$ cat config.mk
export PLATFORM = sky130hd
export DESIGN_NAME = bpc_regs
export DESIGN_NICKNAME = d
export VERILOG_FILES = /design/src/include/bpc_pkg.sv /design/src/design/bpc_regs.sv
export VERILOG_INCLUDE_DIRS = /design/src /design/src/include
export SDC_FILE = /design/constraint.sdc
export NUM_CORES = 1
export LEC_CHECK = 0
export BUFFER_PORTS_ARGS = -buffer_cell sky130_fd_sc_hd__buf_2
export CAP_MARGIN = 20
export CORE_MARGIN = 4
export CORE_UTILIZATION = 55
export CTS_BUF_LIST = sky130_fd_sc_hd__clkbuf_8
export CTS_CLUSTER_DIAMETER = 30
export CTS_CLUSTER_SIZE = 14
export DETAILED_ROUTE_END_ITERATION = 10
export PLACE_DENSITY = 0.82
export SLEW_MARGIN = 20
export SYNTH_ARGS = -nofsm -noshare
export SYNTH_HDL_FRONTEND = slang
export SYNTH_SLANG_ARGS = --single-unit
$ cat constraint.sdc
create_clock -name clk -period 5.8 [get_ports clk]
set_clock_uncertainty 0.05 [all_clocks]
set_input_delay 0.87 -clock clk [delete_from_list [all_inputs] [get_ports clk]]
set_output_delay 0.87 -clock clk [all_outputs]
set_load 0.005 [all_outputs]
$ cat src/include/bpc_consts.svh
// register offsets, field positions, bus address and timing figures of the protector register bank
`ifndef BPC_CONSTS_SVH
`define BPC_CONSTS_SVH

`define BPC_BUS_ADDR 7'h10

`define BPC_REG_STATUS 8'h00
`define BPC_REG_OUT_CTRL 8'h01
`define BPC_REG_STATE_CTRL 8'h02
`define BPC_REG_FUNC_CTRL 8'h03
`define BPC_REG_BALANCE 8'h04
`define BPC_REG_CELL_SEL 8'h05
`define BPC_REG_HIGH_CFG 8'h06
`define BPC_REG_LOW_CFG 8'h07
`define BPC_REG_LVL_DELAY 8'h08
`define BPC_REG_OVL_DELAY 8'h09
`define BPC_REG_SHORT_CFG 8'h0a
`define BPC_REG_NVM_EN 8'h0b
`define BPC_MISC_FIRST 8'h03
`define BPC_MISC_COUNT 9

`define BPC_ST_SHORT 0
`define BPC_ST_OVERLOAD 1
`define BPC_ST_HIGH 2
`define BPC_ST_LOW 3
`define BPC_ST_TEMP 4
`define BPC_ST_SUPPLY 5
`define BPC_ST_DSG 6
`define BPC_ST_CHG 7

`define BPC_OC_RELEASE 0
`define BPC_OC_DSG 1
`define BPC_OC_CHG 2
`define BPC_OC_ODRAIN 3
`define BPC_OC_PARITY 6
`define BPC_OC_RATE 7

`define BPC_SC_SHUTDOWN_REQUEST 0
`define BPC_SC_HOST 1
`define BPC_SC_VSCALE 6
`define BPC_SC_CURRENT_AMP_GAIN 7

`define BPC_RESET_BYTE 8'h00

`define BPC_CLK_MHZ 250
`define BPC_UV_SLOW_MS 50
`define BPC_UV_FAST_US 100

`endif

$ cat src/include/bpc_pkg.sv
// types of the protector register bank
package bpc_pkg;
	typedef enum logic [2:0] {
		BPC_IDLE = 3'b000,
		BPC_ADDR = 3'b001,
		BPC_ACK = 3'b010,
		BPC_WRITE = 3'b011,
		BPC_READ = 3'b100,
		BPC_RACK = 3'b101
	} bpc_bus_state_type;
endpackage : bpc_pkg

$ cat src/design/bpc_regs.sv
// protector register bank with serial slave, fault latches and fet control
// Notes on behaviour
// - status bit0 flags short-circuit current at threshold
// - status bit1 flags current above overload threshold
// - status bit2 flags cell above overvoltage threshold
// - status bit3 flags cell below undervoltage threshold
// - status bit4 flags temperature above its threshold
// - status bit5 shows nvm programming supply good
// - status bits6,7 show discharge and charge fet
// - release toggle 0-1-0 clears latches at status read
// - host mode: control bit1 drives discharge fet while the shutdown bit is clear
// - host mode: control bit2 drives charge fet
// - control bit3 pulls open-drain output low unless a stand-alone parity fault is latched
// - control bit6 is read-only nvm parity fault
// - control bit7 picks slow or fast low sampling
// - host mode shutdown bit enters shutdown at 0 V
// - state bit1 selects stand-alone or host mode
// - state bit6 selects cell amplifier scale
// - state bit7 selects current amplifier gain
// - slave only, seven-bit address 0010000
// - no address auto-increment; pointer is reused
// - host-mode parity fault only flags and alerts
`timescale 1ns/1ns
`include "bpc_consts.svh"

module bpc_regs
	import bpc_pkg::*;
#(
	parameter int unsigned UV_SLOW_CYCLES = `BPC_UV_SLOW_MS * 1000 * `BPC_CLK_MHZ,
	parameter int unsigned UV_FAST_CYCLES = `BPC_UV_FAST_US * `BPC_CLK_MHZ
) (
	input wire logic clk,
	input wire logic nrst,
	input wire logic scl_in,
	input wire logic sda_in,
	output logic sda_out,
	output logic sda_oe_n,
	input wire logic short_circuit_detect,
	input wire logic overload_detect,
	input wire logic cell_high_detect,
	input wire logic cell_low_detect,
	input wire logic over_temp_detect,
	input wire logic nvm_supply_detect,
	input wire logic parity_error_detect,
	input wire logic pack_zero_detect,
	input wire logic discharge_fet_sense,
	input wire logic charge_fet_sense,
	output logic discharge_fet,
	output logic charge_fet,
	output logic open_drain_output_out,
	output logic open_drain_output_oe_n,
	output logic alert_output_n,
	output logic uv_sample_strobe,
	output logic shutdown_enter,
	output logic host_mode,
	output logic cell_amp_scale,
	output logic current_amp_gain,
	output logic [7:0] function_ctrl,
	output logic [7:0] cell_balance,
	output logic [7:0] cell_select
);

	logic [11:0] sync1_r;
	logic [11:0] sync2_r;
	logic scl_d_r;
	logic sda_d_r;
	logic scl_s;
	logic sda_s;
	logic [4:0] fault_live;
	logic nvm_ok;
	logic parity_in;
	logic pack_zero;
	logic dsg_sense;
	logic chg_sense;

	bpc_bus_state_type state_r;
	logic [3:0] bit_cnt_r;
	logic [7:0] shift_r;
	logic [7:0] ptr_r;
	logic ptr_pending_r;
	logic rw_r;
	logic nack_r;
	logic drive_low_r;
	logic wr_pulse_r;
	logic [7:0] wr_ptr_r;
	logic [7:0] wr_data_r;
	logic status_read_r;
	logic start_cond;
	logic stop_cond;
	logic scl_rise;
	logic scl_fall;
	logic [7:0] rdata;

	logic rate_sel_r;
	logic odrain_r;
	logic chg_ctl_r;
	logic dsg_ctl_r;
	logic release_r;
	logic current_amp_gain_r;
	logic vscale_r;
	logic host_r;
	logic shutdown_request_r;
	logic [7:0] misc_r [`BPC_MISC_COUNT];
	logic [7:0] misc_idx;
	logic misc_hit;
	logic [7:0] wr_idx;
	logic wr_misc_hit;

	logic [4:0] fault_r;
	logic release_armed_r;
	logic parity_r;
	logic [23:0] sample_cnt_r;
	logic [23:0] sample_limit;
	logic dsg_allow;
	logic chg_allow;

	// two-stage synchronisers for every pin input
	always_ff @(posedge clk) begin
		if (!nrst) begin
			sync1_r <= 12'h000;
			sync2_r <= 12'h000;
		end else begin
			sync1_r <= {scl_in, sda_in, short_circuit_detect, overload_detect, cell_high_detect,
				cell_low_detect, over_temp_detect, nvm_supply_detect, parity_error_detect,
				pack_zero_detect, discharge_fet_sense, charge_fet_sense};
			sync2_r <= sync1_r;
		end
	end

	assign scl_s = sync2_r[11];
	assign sda_s = sync2_r[10];
	assign fault_live = {sync2_r[5], sync2_r[6], sync2_r[7], sync2_r[8], sync2_r[9]};
	assign nvm_ok = sync2_r[4];
	assign parity_in = sync2_r[3];
	assign pack_zero = sync2_r[2];
	assign dsg_sense = sync2_r[1];
	assign chg_sense = sync2_r[0];

	always_ff @(posedge clk) begin
		if (!nrst) begin
			scl_d_r <= 1'b1;
			sda_d_r <= 1'b1;
		end else begin
			scl_d_r <= scl_s;
			sda_d_r <= sda_s;
		end
	end

	assign start_cond = scl_s && scl_d_r && sda_d_r && !sda_s;
	assign stop_cond = scl_s && scl_d_r && !sda_d_r && sda_s;
	assign scl_rise = scl_s && !scl_d_r;
	assign scl_fall = !scl_s && scl_d_r;

	// read mux; reserved bits read as zero
	assign misc_idx = ptr_r - `BPC_MISC_FIRST;
	assign misc_hit = (ptr_r >= `BPC_REG_FUNC_CTRL) && (ptr_r <= `BPC_REG_NVM_EN);
	always_comb begin
		rdata = 8'h00;
		if (ptr_r == `BPC_REG_STATUS) begin
			rdata[`BPC_ST_TEMP:`BPC_ST_SHORT] = fault_r;
			rdata[`BPC_ST_SUPPLY] = nvm_ok;
			rdata[`BPC_ST_DSG] = dsg_sense;
			rdata[`BPC_ST_CHG] = chg_sense;
		end else if (ptr_r == `BPC_REG_OUT_CTRL) begin
			rdata[`BPC_OC_RELEASE] = release_r;
			rdata[`BPC_OC_DSG] = dsg_ctl_r;
			rdata[`BPC_OC_CHG] = chg_ctl_r;
			rdata[`BPC_OC_ODRAIN] = odrain_r;
			rdata[`BPC_OC_PARITY] = parity_r;
			rdata[`BPC_OC_RATE] = rate_sel_r;
		end else if (ptr_r == `BPC_REG_STATE_CTRL) begin
			rdata[`BPC_SC_SHUTDOWN_REQUEST] = shutdown_request_r;
			rdata[`BPC_SC_HOST] = host_r;
			rdata[`BPC_SC_VSCALE] = vscale_r;
			rdata[`BPC_SC_CURRENT_AMP_GAIN] = current_amp_gain_r;
		end else if (misc_hit) begin
			rdata = misc_r[misc_idx[3:0]];
		end
	end

	// serial slave: address, then pointer, then data bytes at the same pointer
	always_ff @(posedge clk) begin
		if (!nrst) begin
			state_r <= BPC_IDLE;
			bit_cnt_r <= 4'h0;
			shift_r <= 8'h00;
			ptr_r <= 8'h00;
			ptr_pending_r <= 1'b0;
			rw_r <= 1'b0;
			nack_r <= 1'b0;
			drive_low_r <= 1'b0;
			wr_pulse_r <= 1'b0;
			wr_ptr_r <= 8'h00;
			wr_data_r <= 8'h00;
			status_read_r <= 1'b0;
		end else begin
			wr_pulse_r <= 1'b0;
			status_read_r <= 1'b0;
			if (stop_cond) begin
				state_r <= BPC_IDLE;
				drive_low_r <= 1'b0;
			end else if (start_cond) begin
				state_r <= BPC_ADDR;
				bit_cnt_r <= 4'h0;
				drive_low_r <= 1'b0;
			end else begin
				unique case (state_r)
					BPC_IDLE: begin
					end
					BPC_ADDR, BPC_WRITE: begin
						if (scl_rise) begin
							shift_r <= {shift_r[6:0], sda_s};
							bit_cnt_r <= bit_cnt_r + 4'h1;
						end else if (scl_fall && bit_cnt_r == 4'h8) begin
							bit_cnt_r <= 4'h0;
							if (state_r == BPC_ADDR) begin
								if (shift_r[7:1] == `BPC_BUS_ADDR) begin
									rw_r <= shift_r[0];
									ptr_pending_r <= !shift_r[0];
									state_r <= BPC_ACK;
									drive_low_r <= 1'b1;
								end else begin
									state_r <= BPC_IDLE;
								end
							end else begin
								if (ptr_pending_r) begin
									ptr_r <= shift_r;
									ptr_pending_r <= 1'b0;
								end else begin
									wr_pulse_r <= 1'b1;
									wr_ptr_r <= ptr_r;
									wr_data_r <= shift_r;
								end
								state_r <= BPC_ACK;
								drive_low_r <= 1'b1;
							end
						end
					end
					BPC_ACK: begin
						if (scl_fall) begin
							bit_cnt_r <= 4'h0;
							if (rw_r) begin
								state_r <= BPC_READ;
								drive_low_r <= !rdata[7];
								shift_r <= {rdata[6:0], 1'b1};
								status_read_r <= (ptr_r == `BPC_REG_STATUS);
							end else begin
								state_r <= BPC_WRITE;
								drive_low_r <= 1'b0;
							end
						end
					end
					BPC_READ: begin
						if (scl_rise) begin
							bit_cnt_r <= bit_cnt_r + 4'h1;
						end else if (scl_fall) begin
							if (bit_cnt_r == 4'h8) begin
								state_r <= BPC_RACK;
								drive_low_r <= 1'b0;
							end else begin
								drive_low_r <= !shift_r[7];
								shift_r <= {shift_r[6:0], 1'b1};
							end
						end
					end
					BPC_RACK: begin
						if (scl_rise) begin
							nack_r <= sda_s;
						end else if (scl_fall) begin
							if (nack_r) begin
								state_r <= BPC_IDLE;
							end else begin
								state_r <= BPC_READ;
								bit_cnt_r <= 4'h0;
								drive_low_r <= !rdata[7];
								shift_r <= {rdata[6:0], 1'b1};
								status_read_r <= (ptr_r == `BPC_REG_STATUS);
							end
						end
					end
					default: begin
						state_r <= BPC_IDLE;
						drive_low_r <= 1'b0;
					end
				endcase
			end
		end
	end

	// register writes; status and read-only bits take no write
	assign wr_idx = wr_ptr_r - `BPC_MISC_FIRST;
	assign wr_misc_hit = (wr_ptr_r >= `BPC_REG_FUNC_CTRL) && (wr_ptr_r <= `BPC_REG_NVM_EN);
	always_ff @(posedge clk) begin
		if (!nrst) begin
			rate_sel_r <= 1'b0;
			odrain_r <= 1'b0;
			chg_ctl_r <= 1'b0;
			dsg_ctl_r <= 1'b0;
			release_r <= 1'b0;
			current_amp_gain_r <= 1'b0;
			vscale_r <= 1'b0;
			host_r <= 1'b0;
			shutdown_request_r <= 1'b0;
			for (int i = 0; i < `BPC_MISC_COUNT; i++) begin
				misc_r[i] <= `BPC_RESET_BYTE;
			end
		end else if (wr_pulse_r) begin
			if (wr_ptr_r == `BPC_REG_OUT_CTRL) begin
				release_r <= wr_data_r[`BPC_OC_RELEASE];
				dsg_ctl_r <= wr_data_r[`BPC_OC_DSG];
				chg_ctl_r <= wr_data_r[`BPC_OC_CHG];
				odrain_r <= wr_data_r[`BPC_OC_ODRAIN];
				rate_sel_r <= wr_data_r[`BPC_OC_RATE];
			end else if (wr_ptr_r == `BPC_REG_STATE_CTRL) begin
				shutdown_request_r <= wr_data_r[`BPC_SC_SHUTDOWN_REQUEST];
				host_r <= wr_data_r[`BPC_SC_HOST];
				vscale_r <= wr_data_r[`BPC_SC_VSCALE];
				current_amp_gain_r <= wr_data_r[`BPC_SC_CURRENT_AMP_GAIN];
			end else if (wr_misc_hit) begin
				misc_r[wr_idx[3:0]] <= wr_data_r;
			end
		end
	end

	// fault latches: a live fault sets; an armed release lets the next status read reload them
	always_ff @(posedge clk) begin
		if (!nrst) begin
			fault_r <= 5'h00;
			release_armed_r <= 1'b0;
		end else begin
			if (release_armed_r && status_read_r) begin
				fault_r <= fault_live;
				release_armed_r <= 1'b0;
			end else begin
				fault_r <= fault_r | fault_live;
			end
			if (wr_pulse_r && wr_ptr_r == `BPC_REG_OUT_CTRL && release_r && !wr_data_r[`BPC_OC_RELEASE]) begin
				release_armed_r <= 1'b1;
			end
		end
	end

	// parity fault is sticky until reset
	always_ff @(posedge clk) begin
		if (!nrst) begin
			parity_r <= 1'b0;
			alert_output_n <= 1'b1;
		end else begin
			parity_r <= parity_r | parity_in;
			alert_output_n <= !(parity_r | parity_in);
		end
	end

	// stand-alone protection; host mode follows the control bits
	assign dsg_allow = !(fault_r[`BPC_ST_SHORT] || fault_r[`BPC_ST_OVERLOAD] || fault_r[`BPC_ST_LOW] || parity_r);
	assign chg_allow = !(fault_r[`BPC_ST_HIGH] || fault_r[`BPC_ST_TEMP] || parity_r);
	always_ff @(posedge clk) begin
		if (!nrst) begin
			discharge_fet <= 1'b0;
			charge_fet <= 1'b0;
			open_drain_output_out <= 1'b0;
			open_drain_output_oe_n <= 1'b1;
			sda_out <= 1'b0;
			sda_oe_n <= 1'b1;
		end else begin
			if (host_r) begin
				discharge_fet <= dsg_ctl_r && !shutdown_request_r;
				charge_fet <= chg_ctl_r;
				open_drain_output_oe_n <= !odrain_r;
			end else begin
				discharge_fet <= dsg_allow;
				charge_fet <= chg_allow;
				open_drain_output_oe_n <= !(odrain_r && !parity_r);
			end
			open_drain_output_out <= 1'b0;
			sda_out <= 1'b0;
			sda_oe_n <= !drive_low_r;
		end
	end

	// mode and amplifier outputs, shutdown entry
	always_ff @(posedge clk) begin
		if (!nrst) begin
			host_mode <= 1'b0;
			cell_amp_scale <= 1'b0;
			current_amp_gain <= 1'b0;
			shutdown_enter <= 1'b0;
		end else begin
			host_mode <= host_r;
			cell_amp_scale <= vscale_r;
			current_amp_gain <= current_amp_gain_r;
			if (host_r) begin
				shutdown_enter <= shutdown_request_r && pack_zero;
			end else begin
				shutdown_enter <= fault_r[`BPC_ST_LOW] && pack_zero;
			end
		end
	end

	assign function_ctrl = misc_r[0];
	assign cell_balance = misc_r[1];
	assign cell_select = misc_r[2];

	// per-cell undervoltage sampling strobe
	assign sample_limit = rate_sel_r ? UV_FAST_CYCLES[23:0] : UV_SLOW_CYCLES[23:0];
	always_ff @(posedge clk) begin
		if (!nrst) begin
			sample_cnt_r <= 24'h00_0001;
			uv_sample_strobe <= 1'b0;
		end else if (sample_cnt_r >= sample_limit) begin
			sample_cnt_r <= 24'h00_0001;
			uv_sample_strobe <= 1'b1;
		end else begin
			sample_cnt_r <= sample_cnt_r + 24'h00_0001;
			uv_sample_strobe <= 1'b0;
		end
	end

endmodule : bpc_regs

# Word level (Yosys, flattened, before mapping)
# Memory sizes are Yosys's and may differ from the RTL's.
# Index checks and enable logic that the tools add are counted.
op_classes:
  addsub: 4
  magnitude_cmp: 5
  eq_ne: 37
  muxes: 82
  bitwise: 12
  n_reduce_logical: 62
op_table:
  columns: ["cell", "n"]
  rows:
  - ["8-bit 2-to-1 mux", 12]
  - ["4-bit 2-to-1 mux", 11]
  - ["1-bit 2-to-1 mux", 36]
  - ["3-bit 2-to-1 mux", 11]
  - ["3-bit != test (second input constant)", 11]
  - ["8-bit case mux with 4 select lines", 1]
  - ["2-bit != test (second input constant)", 13]
  - ["24-bit by 1-bit adder with 24-bit output (second input constant)", 1]
  - ["24-bit >= comparator", 1]
  - ["24-bit 2-to-1 mux", 1]
  - ["7-bit AND reduction", 3]
  - ["1-bit logical AND", 18]
  - ["9-bit AND reduction", 2]
  - ["8-bit by 1-bit equality test with 1-bit output (second input constant)", 2]
  - ["8-bit by 2-bit equality test with 1-bit output (second input constant)", 2]
  - ["8-bit by 2-bit >= comparator with 1-bit output (second input constant)", 2]
  - ["8-bit by 4-bit less-or-equal comparator with 1-bit output (second input constant)", 2]
  - ["1-bit logical NOT", 16]
  - ["4-bit case mux with 4 select lines", 1]
  - ["3-bit case mux with 5 select lines", 1]
  - ["12-bit AND reduction", 1]
  - ["2-bit 2-to-1 mux", 5]
  - ["1-bit NOT", 10]
  - ["10-bit AND reduction", 1]
  - ["other kinds (29)", 38]
totals:
  regBits: 121
  mem_bits_rw: 72
  inputBits: 14
  out_inout_bits: 36
  wordCells: 243
  n_memories: 1
mem_list:
  columns: ["name", "words", "word_bits", "read_ports", "rd_clocked_by_memory_dff", "wr", "line_no", "rtl"]
  rows:
  - ["misc_r", 9, 8, 4, 0, 9, "bpc_regs.sv:103", "logic [7:0] misc_r [`BPC_MISC_COUNT];"]

# Depth between registers and ports, before layout
logic_depth:
  ltp_word: 11
  ltp_mapped: 12
  ltp_nobuf: 8

# Worst setup path before layout
# Ideal clock, no wire load.
synth_timing:
  path_kind: "reg2reg"
  startpoint: "register ptr_r[0]"
  endpoint: "register shift_r[6]"
  setup_ps: 131
  t_arrival_ps: 2685
  required_ps: 5619
  path_slack_ps: 2934
  path_stages_with_launch: 13
  path_buffers: 5
  period_less_slack_ps: 2866
  cell_sequence: "dfxtp_1 > buf_6 > buf_8 > buf_2 > inv_1 > ha_1 > buf_2 > buf_2 > mux4_2 > mux2i_1 > nor2_1 > a2111oi_0 > o31ai_1"
synth_between:
  elab_chain_cells: 10
  elab_cells_between_ends: 18
  cone_classes: "add/sub (1); order compare (2); eq/ne (2); mux (10); reduce/logical (2); memory (1)"
synth_lines:
  columns: ["item", "line_no", "rtl"]
  rows:
  - ["start, declared", "bpc_regs.sv:79", "logic [7:0] ptr_r;"]
  - ["start signal, assigned", "bpc_regs.sv:227", "ptr_r <= shift_r;"]
  - ["4-bit by 2-bit subtractor with 4-bit output (no line), or another cell as far along", null, null]
  - ["memory read 9 x 8 bit / 1-bit logical AND (equally long branches)", null, null]
  - ["8-bit 2-to-1 mux", "bpc_regs.sv:176", "end else if (misc_hit) begin"]
  - ["4-bit 2-to-1 mux", "bpc_regs.sv:171", "end else if (ptr_r == `BPC_REG_STATE_CTRL) begin"]
  - ["2-bit 2-to-1 mux", "bpc_regs.sv:164", "end else if (ptr_r == `BPC_REG_OUT_CTRL) begin"]
  - ["8-bit 2-to-1 mux (*)", "bpc_regs.sv:159", "if (ptr_r == `BPC_REG_STATUS) begin"]
  - ["8-bit 2-to-1 mux", "bpc_regs.sv:270", "if (nack_r) begin"]
  - ["8-bit 2-to-1 mux", "bpc_regs.sv:269", "end else if (scl_fall) begin"]
  - ["8-bit 2-to-1 mux", "bpc_regs.sv:267", "if (scl_rise) begin"]
  - ["8-bit case mux with 4 select lines (*)", "bpc_regs.sv:207", "unique case (state_r)"]
  - ["end signal, assigned", "bpc_regs.sv:212", "shift_r <= {shift_r[6:0], sda_s};"]
  - ["end signal, assigned", "bpc_regs.sv:262", "shift_r <= {shift_r[6:0], 1'b1};"]
  - ["end signal, assigned", "bpc_regs.sv:276", "shift_r <= {rdata[6:0], 1'b1};"]
  - ["end, declared", "bpc_regs.sv:78", "logic [7:0] shift_r;"]
# Mark *: on every way between the ends. The rest lies on a longest branch, timed or not. The select of a mux whose other input is x is not followed.
# A chain may end at the register's enable or synchronous reset.

# Final worst setup path
layout_timing:
  startpoint: "register ptr_r[1]"
  endpoint: "register shift_r[6]"
# Same word-level chain as after synthesis.

==> flow_metrics.py <==
metrics = {
    "status": {
        "outcome": "complete, no violations",
    },
    "worst_hold_path": {
        "worstHoldStart": "drive_low_r",
        "min_path_cells": 1,
        "hp-class": "reg -> reg",
        "whs_endpoint": "sda_oe_n",
    },
    "power_and_ir_drop": {
        "peakVddDrop_mv": 0.315,
        "p_per_area_nw_per_um2": 316,
        "p_int_mw": 3.09,
        "power_mw": 4.05,
        "power_switching_mw": 0.956,
        "seqPwrFrac": 0.486,
        "switching_share": 0.236,
        "power.clock.fraction": 0.467,
        "leakage_nw": 4.86,
        "power_frac_comb": 0.047,
    },
    "timing": {
        "slew_headroom": 0.324,
        "tightestPinTransition_ps": 1010,
        "setup-violations-final": 0,
        "rsz0062_at_grt": "false",
        "fin_tns_setup_ps": 0,
        "max_freq_ghz": 0.336,
        "fin_crit_sh": 0.513,
        "finalMaxSlewViolations": 0,
        "period_needed_ps": 2970,
        "hold_violations": 0,
    },
    "global_routing": {
        "grt_pass1_vias": 7302,
        "grt_start_max_net_pins": 108,
        "track_usage": 0.218,
        "antenna_found_initial": 0,
        "grt-ovfl-total": 0,
        "grt_pass1_wl_um": 38800,
    },
    "layout": {
        "n_fill_cell": 1426,
        "drive_above_1_share": 0.152,
        "antenna_cells": 0,
        "layout_commonest_cell": "edfxtp_1",
        "final_area_um2": 12800,
        "area_delta_synth_final_pct": 14.7,
        "layout_common_cells": "128 x edfxtp_1, 120 x dfxtp_1, 105 x and2_1, 60 x nor2_1, 58 x conb_1",
        "fin_nets": 1080,
    },
    "placement": {
        "gp_congestion": 0.878,
        "portBuffers": 47,
        "dp_hpwl_um": 16000,
        "placed_cell_area_um2": 11800,
    },
    "cts": {
        "cts_setup_buffers": 0,
        "htreeDepth": 2,
        "cts_resized": 0,
        "cts_tree": "yes",
        "ctsHoldBuffers": 0,
        "cts_sinks": 249,
        "cts_root_buf": "clkbuf_8",
        "clk_pin_slew_ps": 70,
        "cts_made_buffers": 43,
        "clk_latency_ps": 560,
        "cts_buffer_depth": 3,
    },
    "die": {
        "die_w_um": 151,
        "core_um2": 19700,
        "start_util": 0.567,
        "ios": 50,
        "die_h_um": 151,
        "fp-row-count": 51,
        "die_area_um2": 22700,
    },
    "detailed_routing": {
        "post-route-drc-count": 0,
        "antenna_left": 0,
        "first_iter_violations": 523,
        "viasPerCell": 5.66,
        "drt_first_pass_iters": 5,
        "routedWlPerCell_um": 17.9,
        "vias": 7613,
        "wirelength_um": 24000,
    },
    "synthesis": {
        "ys_types": 62,
        "synth_ff_type": "edfxtp_1",
        "syn_avg_cell_area_um2": 11.9,
        "synth_area_um2": 11200,
        "synth_edf_count": 128,
        "yosysWarnings": 0,
        "syn_inst": 939,
        "seq_area_frac_synth": 0.560,
        "ys_seq_elements": 249,
        "async_reset_ff_frac": 0,
    },
    "critical_path": {
        "startpoint_type": "register",
        "critPathCaptureType": "register",
        "rrSetupSlack_ps": 2830,
        "arrival_ps": 3310,
        "r2r-end": "shift_r[6]",
        "crit_type": "reg -> reg",
        "path_max_fanout": 22,
        "rr_startpoint": "ptr_r[1]",
        "cp.required_ps": 6140,
        "reg2regPathDepth": 8,
    },
    "run": {
        "drv_cap": 0,
    },
}
[layer usage]
layer,global-route usage,wire (um)
met1,0.290,10000
met2,0.357,11800
met3,0.0436,1560
met4,0.0830,736
met5,0,0
[critical path, stage by stage, from the launching register on]
cell       delay [ps]
dfxtp_1           450
inv_1              90
ha_1              580
buf_4             390
mux4_1            360
mux2i_1           230
nor2_1             60
a2111oi_0         440
o31ai_1           120
[flip-flops by register name, summed over array words and instances, names as in the netlist, 3 cells and up]
signal,flops
ptr_r,8
state_r,3
sample_cnt_r,24
wr_ptr_r,8
sync2_r,12
fault_r,5
shift_r,8
sync1_r,12
bit_cnt_r,4
misc_r,128
wr_data_r,8
[metrics by stage]
| stage | cells | utilization | worst slack [ps] | hold slack (ps) |
|---|---|---|---|---|
| 2_1_floorplan | 996 | - | 2930 | 308 |
| 3_3_place_gp | 1264 | 0.597 | 2480 | 365 |
| 3_5_place_dp | 1264 | 0.597 | 2520 | 367 |
| 4_1_cts | 1344 | 0.650 | 2810 | 355 |
| 5_1_grt | 1344 | 0.650 | 2490 | 370 |
| 6_report | 1344 | 0.650 | 2830 | 376 |
[Yosys cell counts, drive strengths merged (5+ instances only)]
| master | instances | area, um^2 |
|---|---|---|
| a21boi | 19 | 143 |
| nor3 | 11 | 60.1 |
| dfxtp | 121 | 2420 |
| xor2 | 12 | 113 |
| nor2b | 34 | 213 |
| and2 | 105 | 657 |
| nand2 | 46 | 173 |
| o221ai | 5 | 43.8 |
| a21oi | 35 | 175 |
| edfxtp | 128 | 3840 |
| ha | 22 | 275 |
| xnor2 | 13 | 114 |
| buf | 15 | 105 |
| mux2i | 34 | 340 |
| mux4 | 35 | 833 |
| and3 | 5 | 31.3 |
| nand2b | 19 | 119 |
| nand3 | 24 | 120 |
| a211oi | 5 | 37.5 |
| nor3b | 9 | 67.6 |
| o21ai | 51 | 255 |
| nor2 | 61 | 231 |
| nand4 | 8 | 50.1 |
| clkbuf | 36 | 135 |
| inv | 18 | 67.6 |
[cells by family after synthesis]
family,after synthesis,share of synthesized area
mux,69,0.105
buf+inv,69,0.0275
fa+ha+maj,22,0.0246
other cells,1,0.000335
xor+xnor,25,0.0203
simple gates,351,0.175
compound gates,153,0.0866
flops,249,0.560
[cell type report]
type                    count  area (um^2)  share of cell area
inverters                  18         67.6             0.00527
well taps                 265          332              0.0259
clock buffers              43          592              0.0462
multi-input cells         678         4820               0.376
repair buffers             54          288              0.0225
flip-flops and latches    249         6270               0.489
clock inverters            37          453              0.0353
[worst max-delay path by stage]
stage | from | slack (ps) | endpoint
after global routing | rate_sel_r | 2490 | sample_cnt_r[10]
final | ptr_r[1] | 2830 | shift_r[6]
after global placement | nrst | 2480 | misc_r[3][4]
after CTS | ptr_r[1] | 2810 | shift_r[6]
after detailed placement | nrst | 2520 | misc_r[1][4]
after floorplan | ptr_r[0] | 2930 | shift_r[6]
[power by group through the flow]
stage / logic (mW) / registers [mW] / clock network (mW)
after floorplan: 0.149 / 1.98 / 0
after global placement: 0.181 / 2.00 / 0
after detailed placement: 0.186 / 2.00 / 0
after CTS: 0.187 / 1.97 / 1.92
after global routing: 0.211 / 1.97 / 2.01
final: 0.189 / 1.97 / 1.89
Power figures use the tool's default switching activity.
